--- config.mk ---
export PLATFORM = sky130hd
export DESIGN_NAME = pleic_phy_led_int
export DESIGN_NICKNAME = d
export VERILOG_FILES = /design/src/design/pleic_pkg.sv /design/src/design/pleic_phy_led_int.sv
export SDC_FILE = /design/constraint.sdc
export NUM_CORES = 1
export LEC_CHECK = 0
export ABC_AREA = 1
export BUFFER_PORTS_ARGS = -buffer_cell sky130_fd_sc_hd__buf_2
export CAP_MARGIN = 20
export CORE_UTILIZATION = 30
export DETAILED_ROUTE_END_ITERATION = 12
export GPL_TIMING_DRIVEN = 0
export SYNTH_ARGS = -nofsm -noshare
export SYNTH_HDL_FRONTEND = slang
export SYNTH_SLANG_ARGS = --single-unit
--- constraint.sdc ---
create_clock -name clock -period 1.6 [get_ports clock]
set_input_delay 0.16 -clock clock [delete_from_list [all_inputs] [get_ports clock]]
set_output_delay 0.16 -clock clock [all_outputs]
set_load 0.005 [all_outputs]
--- src/design/pleic_pkg.sv ---
/*
 * constants for the indicator and interrupt control block:
 * register indices, field positions, reset values, indicator codes.
 * assumes a 5-bit register index and 16-bit data from the management port.
 */
package pleic_pkg;
    // register indices
    localparam logic [4:0]  REG_INDICATOR  = 5'h14;
    localparam logic [4:0]  REG_RX_TALLY   = 5'h15;
    localparam logic [4:0]  REG_INT_CTRL   = 5'h16;
    localparam logic [4:0]  REG_INT_FLAGS  = 5'h17;
    // indicator_config fields and reset value
    localparam int          SECOND_SEL_LSB = 3;
    localparam int          FIRST_SEL_LSB  = 0;
    localparam logic [15:0] INDICATOR_RST  = 16'h3fe9;
    // indicator source codes
    localparam logic [2:0]  SEL_LINK       = 3'h0;
    localparam logic [2:0]  SEL_ACTIVITY   = 3'h1;
    localparam logic [2:0]  SEL_TX_DATA    = 3'h2;
    localparam logic [2:0]  SEL_RX_DATA    = 3'h3;
    localparam logic [2:0]  SEL_UNSUPP     = 3'h4;
    localparam logic [2:0]  SEL_SPEED      = 3'h5;
    localparam logic [2:0]  SEL_DUPLEX     = 3'h6;
    localparam logic [2:0]  SEL_LAST       = 3'h7;
    // interrupt_control field positions
    localparam int          OUT_EN_BIT     = 15;
    localparam int          READ_CLR_BIT   = 14;
    localparam int          POLARITY_BIT   = 13;
    localparam int          AUTO_CLR_BIT   = 12;
    localparam int          RESETUP_BIT    = 11;
    localparam int          EVENT_LSB      = 8;
    localparam int          NUM_EVENTS     = 3;
    localparam logic [15:0] INT_CTRL_RST   = 16'h0000;
    localparam logic [15:0] RX_TALLY_RST   = 16'h0000;
endpackage : pleic_pkg

--- src/design/pleic_phy_led_int.sv ---
/*
 * indicator selection, receive-error tally and interrupt pin control
 * for a physical-layer device's extended management registers.
 * assumes a one-cycle read/write strobe from the serial management
 * logic, all inputs synchronous to clock, and status levels from the phy.
 */
// What this block does
// - second indicator source from 3-bit code
// - first indicator same codes, 111 link
// - 16-bit receive error tally, management writable
// - output enable bit gates interrupt pin
// - read-clear bit clears flags on read
// - polarity bit picks asserted pin level
// - auto-clear drops flag when condition ends
// - re-setup keeps written flag while condition
// - enable for deep power down wakeup
// - enable for deep power down entry
// - enable for auto-negotiation complete
// - flags register records each event occurrence
`timescale 1ns/1ps
module pleic_phy_led_int
    import pleic_pkg::*;
#(
    parameter int TALLY_W = 16
) (
    // clock and reset
    input  wire logic                  clock,
    input  wire logic                  srst,
    // management register port
    input  wire logic                  regWrite,
    input  wire logic                  regRead,
    input  wire logic [4:0]            regIndex,
    input  wire logic [15:0]           regWdata,
    output logic      [15:0]           regRdata,
    // phy status levels and receive-error pulse
    input  wire logic                  linkUp,
    input  wire logic                  activity,
    input  wire logic                  txActive,
    input  wire logic                  rxActive,
    input  wire logic                  speed100,
    input  wire logic                  fullDuplex,
    input  wire logic                  rxErrorPulse,
    // event conditions: wake, power-down entry, autoneg complete
    input  wire logic [NUM_EVENTS-1:0] eventCond,
    // outputs
    output logic                       firstIndicator,
    output logic                       secondIndicator,
    output logic                       intPin,
    output logic                       intPinOe
);
    initial begin
        if (TALLY_W != 16) $error("tally must be 16 bits wide");
    end

    logic [15:0]           indicatorCfg;
    logic [15:0]           rxErrorTally;
    logic [15:0]           intCtrl;
    logic [NUM_EVENTS-1:0] intFlags;
    logic [NUM_EVENTS-1:0] condPrev;

    // register decode
    wire wrInd   = regWrite && regIndex == REG_INDICATOR;
    wire wrTally = regWrite && regIndex == REG_RX_TALLY;
    wire wrCtrl  = regWrite && regIndex == REG_INT_CTRL;
    wire wrFlags = regWrite && regIndex == REG_INT_FLAGS;
    wire rdFlags = regRead  && regIndex == REG_INT_FLAGS;

    wire [2:0] firstSel  = indicatorCfg[FIRST_SEL_LSB +: 3];
    wire [2:0] secondSel = indicatorCfg[SECOND_SEL_LSB +: 3];
    wire [NUM_EVENTS-1:0] eventEn   = intCtrl[EVENT_LSB +: NUM_EVENTS];
    wire [NUM_EVENTS-1:0] condRise  = eventCond & ~condPrev;

    // shared source mux; code 111 differs per indicator
    function automatic logic pick(input logic [2:0] sel, input logic lastVal);
        unique case (sel)
            SEL_LINK:     pick = linkUp;
            SEL_ACTIVITY: pick = activity;
            SEL_TX_DATA:  pick = txActive;
            SEL_RX_DATA:  pick = rxActive;
            SEL_UNSUPP:   pick = 1'b0;
            SEL_SPEED:    pick = speed100;
            SEL_DUPLEX:   pick = fullDuplex;
            SEL_LAST:     pick = lastVal;
        endcase
    endfunction
    wire nextFirst  = pick(firstSel, linkUp);
    wire nextSecond = pick(secondSel, 1'b0);

    // pin: enabled flag pending and output enabled, at chosen polarity
    wire intActive = intCtrl[OUT_EN_BIT] && |(intFlags & eventEn);
    wire next_intPin = intActive ? intCtrl[POLARITY_BIT] : ~intCtrl[POLARITY_BIT];

    // per-flag next value; set beats every clear
    logic [NUM_EVENTS-1:0] next_intFlags;
    genvar gi;
    generate
        for (gi = 0; gi < NUM_EVENTS; gi++) begin : g_flag
            wire clrRead  = rdFlags && intCtrl[READ_CLR_BIT];
            wire clrAuto  = intCtrl[AUTO_CLR_BIT] && !eventCond[gi];
            wire clrWrite = wrFlags && regWdata[EVENT_LSB + gi]
                            && !(intCtrl[RESETUP_BIT] && eventCond[gi]);
            assign next_intFlags[gi] = condRise[gi] ||
                                       (intFlags[gi] && !(clrRead || clrAuto || clrWrite));
        end
    endgenerate

    // tally increments on receive error; management write wins
    wire [15:0] next_tally = wrTally ? regWdata
                           : rxErrorPulse ? 16'(rxErrorTally + 16'h0001) : rxErrorTally;

    // read data mux; unknown indices read zero
    wire [15:0] next_rdata =
        regIndex == REG_INDICATOR ? indicatorCfg :
        regIndex == REG_RX_TALLY  ? rxErrorTally :
        regIndex == REG_INT_CTRL  ? intCtrl :
        regIndex == REG_INT_FLAGS ? {5'h00, intFlags, 8'h00} : 16'h0000;

    // register state
    always_ff @(posedge clock) begin
        if (srst) begin
            indicatorCfg <= INDICATOR_RST;
            rxErrorTally <= RX_TALLY_RST;
            intCtrl      <= INT_CTRL_RST;
            intFlags     <= '0;
            condPrev     <= '0;
        end else begin
            if (wrInd) indicatorCfg <= regWdata;
            if (wrCtrl) intCtrl <= {regWdata[15:8], 8'h00};
            rxErrorTally <= next_tally;
            intFlags     <= next_intFlags;
            condPrev     <= eventCond;
        end
    end
    // registered outputs; pin idles deasserted (high for active low)
    always_ff @(posedge clock) begin
        if (srst) begin
            firstIndicator  <= 1'b0;
            secondIndicator <= 1'b0;
            intPin          <= 1'b1;
            intPinOe        <= 1'b0;
            regRdata        <= 16'h0000;
        end else begin
            firstIndicator  <= nextFirst;
            secondIndicator <= nextSecond;
            intPin          <= next_intPin;
            intPinOe        <= intCtrl[OUT_EN_BIT];
            regRdata        <= next_rdata;
        end
    end

    // checks
    property p_pin_level;
        @(posedge clock) disable iff (srst)
        1'b1 |=> intPin == ($past(intActive) ? $past(intCtrl[POLARITY_BIT])
                                      : !$past(intCtrl[POLARITY_BIT]));
    endproperty
    a_pin_level: assert property (p_pin_level) else $error("pin level wrong");

    property p_pin_off;
        @(posedge clock) disable iff (srst)
        !intCtrl[OUT_EN_BIT] |=> !intPinOe;
    endproperty
    a_pin_off: assert property (p_pin_off) else $error("pin enabled while off");

    property p_flag_set;
        @(posedge clock) disable iff (srst)
        condRise[0] |=> intFlags[0];
    endproperty
    a_flag_set: assert property (p_flag_set) else $error("event lost");

    property p_read_clear;
        @(posedge clock) disable iff (srst)
        rdFlags && intCtrl[READ_CLR_BIT] && !condRise[0] |=> !intFlags[0];
    endproperty
    a_read_clear: assert property (p_read_clear) else $error("read did not clear");

    property p_read_keep;
        @(posedge clock) disable iff (srst)
        rdFlags && !intCtrl[READ_CLR_BIT] && !intCtrl[AUTO_CLR_BIT] && !wrFlags
            && intFlags[0] |=> intFlags[0];
    endproperty
    a_read_keep: assert property (p_read_keep) else $error("read cleared flag");

    property p_auto_clear;
        @(posedge clock) disable iff (srst)
        intCtrl[AUTO_CLR_BIT] && !eventCond[0] |=> !intFlags[0];
    endproperty
    a_auto_clear: assert property (p_auto_clear) else $error("auto clear failed");

    property p_resetup;
        @(posedge clock) disable iff (srst)
        intCtrl[RESETUP_BIT] && eventCond[0] && intFlags[0]
            && !(rdFlags && intCtrl[READ_CLR_BIT]) |=> intFlags[0];
    endproperty
    a_resetup: assert property (p_resetup) else $error("flag dropped while held");

    property p_tally;
        @(posedge clock) disable iff (srst)
        rxErrorPulse && !wrTally |=> rxErrorTally == 16'($past(rxErrorTally) + 16'h0001);
    endproperty
    a_tally: assert property (p_tally) else $error("tally miscount");

    property p_masked;
        @(posedge clock) disable iff (srst)
        eventEn == '0 |=> intPin == !$past(intCtrl[POLARITY_BIT]);
    endproperty
    a_masked: assert property (p_masked) else $error("masked event drove pin");

    property p_first_link;
        @(posedge clock) disable iff (srst)
        firstSel == SEL_LAST |=> firstIndicator == $past(linkUp);
    endproperty
    a_first_link: assert property (p_first_link) else $error("first 111 wrong");

    property p_second_off;
        @(posedge clock) disable iff (srst)
        secondSel == SEL_LAST |=> !secondIndicator;
    endproperty
    a_second_off: assert property (p_second_off) else $error("second 111 not off");
endmodule // pleic_phy_led_int

=== Word level (Yosys, flattened, before mapping) ===
Index checks and enable logic that the tools add are counted.

* Equality and inequality tests: 18
* Multiplexer cells: 9
* Bitwise logic cells: 4
* Add/subtract/negate cells: 1
* Reductions and logical operators: 46

{| class="wikitable"
|+ Operator list
! operator !! count
|-
| 16-bit two-way mux || 5
|-
| 3-bit == test (second input constant) || 8
|-
| 1-bit logical AND || 22
|-
| 5-bit == test (second input constant) || 4
|-
| 16-bit by 1-bit adder with 16-bit output (second input constant) || 1
|-
| 1-bit case mux with 7 select lines || 2
|-
| 3-bit by 2-bit == test with 1-bit output (second input constant) || 4
|-
| 11-bit two-way mux || 1
|-
| 1-bit logical NOT || 9
|-
| 1-bit logical OR || 9
|-
| 3-bit bitwise AND || 2
|-
| 3-bit by 1-bit == test with 1-bit output (second input constant) || 2
|-
| 3-bit logical NOT || 2
|-
| 2-bit OR reduction || 2
|-
| 3-bit inverter || 1
|-
| 3-bit OR reduction || 1
|-
| 2-bit nonzero test || 1
|-
| 1-bit two-way mux || 1
|-
| 1-bit inverter || 1
|}

* Register bits after elaboration: 66
* Word-level logic and storage cells: 88
* Bits of input ports: 35
* Output and inout port bits: 20

=== Logic depth before layout (Yosys ltp) ===
* Depth in word-level cells: 8
* Mapped depth: 10
* Mapped depth without buffers: 10

=== Worst setup path before layout ===
No wires, ideal clock.

* Path type: reg2reg
* Start point: register rxErrorTally[0]
* End point: register rxErrorTally[8]
* Arrival time: 1133 ps
* Setup slack: 339 ps
* Data required time: 1472 ps
* Setup time: 128 ps
* Path buffers: 0
* Cell stages (with the launch flop): 9
* Period minus slack after synthesis: 1261 ps
* Path through: dfxtp_1 -> ha_1 -> nand2_2 -> nor2_2 -> nand2_1 -> xor2_1 -> nor2_1 -> nor2_1 -> nor2_1

* Cells in the longest elaborated chain, start to end: 3

{| class="wikitable"
|+ RTL lines
! what !! RTL line !! RTL
|-
| start: declaration || pleic_phy_led_int.sv:56 || <nowiki>logic [15:0] rxErrorTally;</nowiki>
|-
| start signal: assignment || pleic_phy_led_int.sv:129 || <nowiki>rxErrorTally <= next_tally;</nowiki>
|-
| 16-bit by 1-bit adder with 16-bit output || pleic_phy_led_int.sv:109 || <nowiki>: rxErrorPulse ? 16'(rxErrorTally + 16'h0001) : rxErrorTally;</nowiki>
|-
| 16-bit two-way mux || pleic_phy_led_int.sv:109 ||
|-
| 16-bit two-way mux || pleic_phy_led_int.sv:108 || <nowiki>wire [15:0] next_tally = wrTally ? regWdata</nowiki>
|}

No other way between the ends. The select of a mux whose other input is x is not followed.
A chain may end at the register's enable or synchronous reset.

=== Worst setup path after layout ===
* Start point: register rxErrorTally[0]
* End point: register rxErrorTally[14]

The elaborated chain is that of the path after synthesis.

==> metrics.cfg <==
[sta]
drv_slew=0
min_period_ps=1470
finClkSkew_ps=11.3
finalSetupViolCount=0
clock.fmax_ghz=0.681
grt_setup_unrepaired=false
max_slew_margin=0.594
finalHoldViolCount=0
tns_ps=0
worst_slew_pin_slew_ps=609
finalCritPeriodShare=0.918

[pwr]
switchingPower_mw=0.863
p_per_area_nw_per_um2=927
power.total_mw=3.54
clkPwrFrac=0.448
swShare=0.244
p_int_mw=2.68
peakVddDrop_mv=0.470
p_leak_nw=1.70
p_seq_frac=0.480
power.share.combinational=0.072

[synthesis]
syn-num-nets=486
yosysMostFrequentCell=nand2_1
synthArstFlopShare=0
synth_seq_cells=66
ys_warn_count=0
ys_seq_area_frac=0.419
synth_top_area_cell=dfxtp_1
ys_top_cells_by_area=dfxtp_1 (42%), nand2_1 (13%), nand3_1 (6.0%), nor2_1 (5.8%), inv_1 (5.1%)
ys.flop_type=dfxtp_1
synth.avg_cell_area_um2=7.01
netlist.area_leader.share=0.419
ys_types=34
yosys-top-cells-count=nand2_1 (111), dfxtp_1 (66), nor2_1 (49)
syn_inst=450
syn_area_um2=3160
synth-edff-count=0

[cts]
clock_path_buffers=2
hold_buffers=0
cts_root_buf=clkbuf_8
numCtsBuffers=9
htreeDepth=3
clk_pin_slew_ps=70
cts_tree=done
cts.sinks=66
clock_latency_ps=350

[final_layout]
regArea_um2=1320
instances_no_fill=656
nNetsFinal=551
fillers=1146
syn_to_final_growth_pct=21.1
design_area_um2=3820
diodes=0
drive_gt1_frac=0.198
multiInputGateArea_um2=1570

[floorplan]
io-pin-count=55
fp.coreArea_um2=10300
die-area_um2=10900
start_util=0.307
rows=37
die_h_um=105
die_w_um=105

[grt]
grt_pass1_wl_mm=14.9
gr-total-overflow=0
grt_use_total=0.177
antenna_found_initial=0
grt_max_degree=12
grt_pass1_vias=2967

[drt]
viasPerCell=4.82
ant_nets=0
drcViolationCount=0
wire_per_inst_um=13.9
routed_wl_mm=9.13
first_pass_iters=4
drtIter0Drc=252
route.vias.total=3160

[placed_design]
gp_congestion=0.837
placed_cells=640
port_buffers=54
postPlaceCellArea_um2=3600
post-dp-hpwl_mm=6.79

[critical_path]
worstPathCellList=ha_1, nand3_1, nor2_2, nand3_1, nand2_1, nand2_1, a21oi_1, nor2_1
required_ps=1820
crit_path_max_incr_delay_ps=420
cp-start-kind=flop
critPathSlowestCell=dfxtp_1
critical_path_peak_fanout=5
arrival_ps=1690
end_kind=flop
crit_type=reg -> reg

[run]
drv_cap=0

[worst_hold_path]
min_path_type=in -> reg

[status]
outcome=finished, final reports clean

==> worst max-delay path: cells and delay by family, from the launching register on <==
family                   cells  cell delay, ps
AO/OA/AOI/OAI                1             120
adder cells (fa/ha/maj)      1             240
flip-flops                   1             420
AND/OR/NAND/NOR              6             570
==> metrics by stage <==
| step | setup WS [ps] | utilization | hold slack [ps] |
|---|---|---|---|
| after CTS | 89.5 | 0.371 | 60.8 |
| final | 131 | 0.372 | 62.9 |
| after global placement | 112 | 0.350 | 407 |
| after global routing | 31.5 | 0.372 | 63.4 |
| after floorplan | 339 | - | 286 |
| after detailed placement | 89.6 | 0.350 | 411 |
==> sequential cells by signal, indices dropped and copies added, names as in the netlist <==
signal	flops
condPrev	3
firstIndicator	1
indicatorCfg	16
intCtrl	8
intFlags	3
intPin	1
intPinOe	1
regRdata	16
rxErrorTally	16
secondIndicator	1
==> routing by layer <==
layer / wire length, um / vias up / track usage
met5: 0 / - / 0
met4: 183 / 0 / 0.0541
met3: 538 / 18 / 0.0449
met2: 4040 / 117 / 0.281
met1: 4370 / 1431 / 0.233
li1: - / 1594 / -
==> power by group through the flow <==
stage                     Combinational, mW  Sequential (mW)  Clock [mW]
final                                 0.255             1.70        1.59
after global routing                  0.285             1.71        1.70
after CTS                             0.254             1.70        1.61
after detailed placement              0.253             1.74           0
after global placement                0.250             1.74           0
after floorplan                       0.135             1.73           0
==> final cells by class <==
cell class,count,area share
Multi-Input combinational cell,321,0.411
Sequential cell,66,0.346
Timing Repair Buffer,54,0.0707
Inverter,50,0.0494
Tap cell,136,0.0445
Clock buffer,11,0.0370
Buffer,13,0.0209
Clock inverter,5,0.0203
==> kinds of logic after synthesis <==
family	count (synthesis)	synth area share
simple gates	227	0.322
compound gates	87	0.153
flops	66	0.419
buf+inv	63	0.0852
xor+xnor	6	0.0167
fa+ha+maj	1	0.00396
==> layout by cell type (no fill, tap or decap), drive strengths merged, types with 2 or more instances in the layout <==
cell type,synthesis,layout
nand2,118,118
dfxtp,66,66
buf,9,63
nor2,55,55
inv,49,49
nand3,40,40
o21ai,37,37
a21oi,33,33
clkbuf,4,15
nor3,8,8
a31oi,7,7
xor2,5,5
nand4,5,5
a211oi,3,3
o31ai,3,3
clkinv,1,3
o21bai,2,2
o211ai,2,2
bufinv,0,2
==> final timing paths <==
kind	start	end	slack, ps	depth (start not counted)
worst max-delay path	rxErrorTally[0]	rxErrorTally[14]	130	8
worst min-delay path	regWdata[7]	indicatorCfg[7]	60	3
worst max register to register	rxErrorTally[0]	rxErrorTally[14]	130	8
worst min register to register	condPrev[1]	intFlags[1]	430	1
==> timing repair <==
| action | 4_1_cts | 5_1_grt |
|---|---|---|
| buffers inserted | 0 | 0 |
| endpoints found under the setup margin | 0 | 4 |
| hold endpoints to repair | 0 | 0 |
| gates resized for setup | 0 | 2 |
No activity file was read; power rests on OpenSTA's default activity.
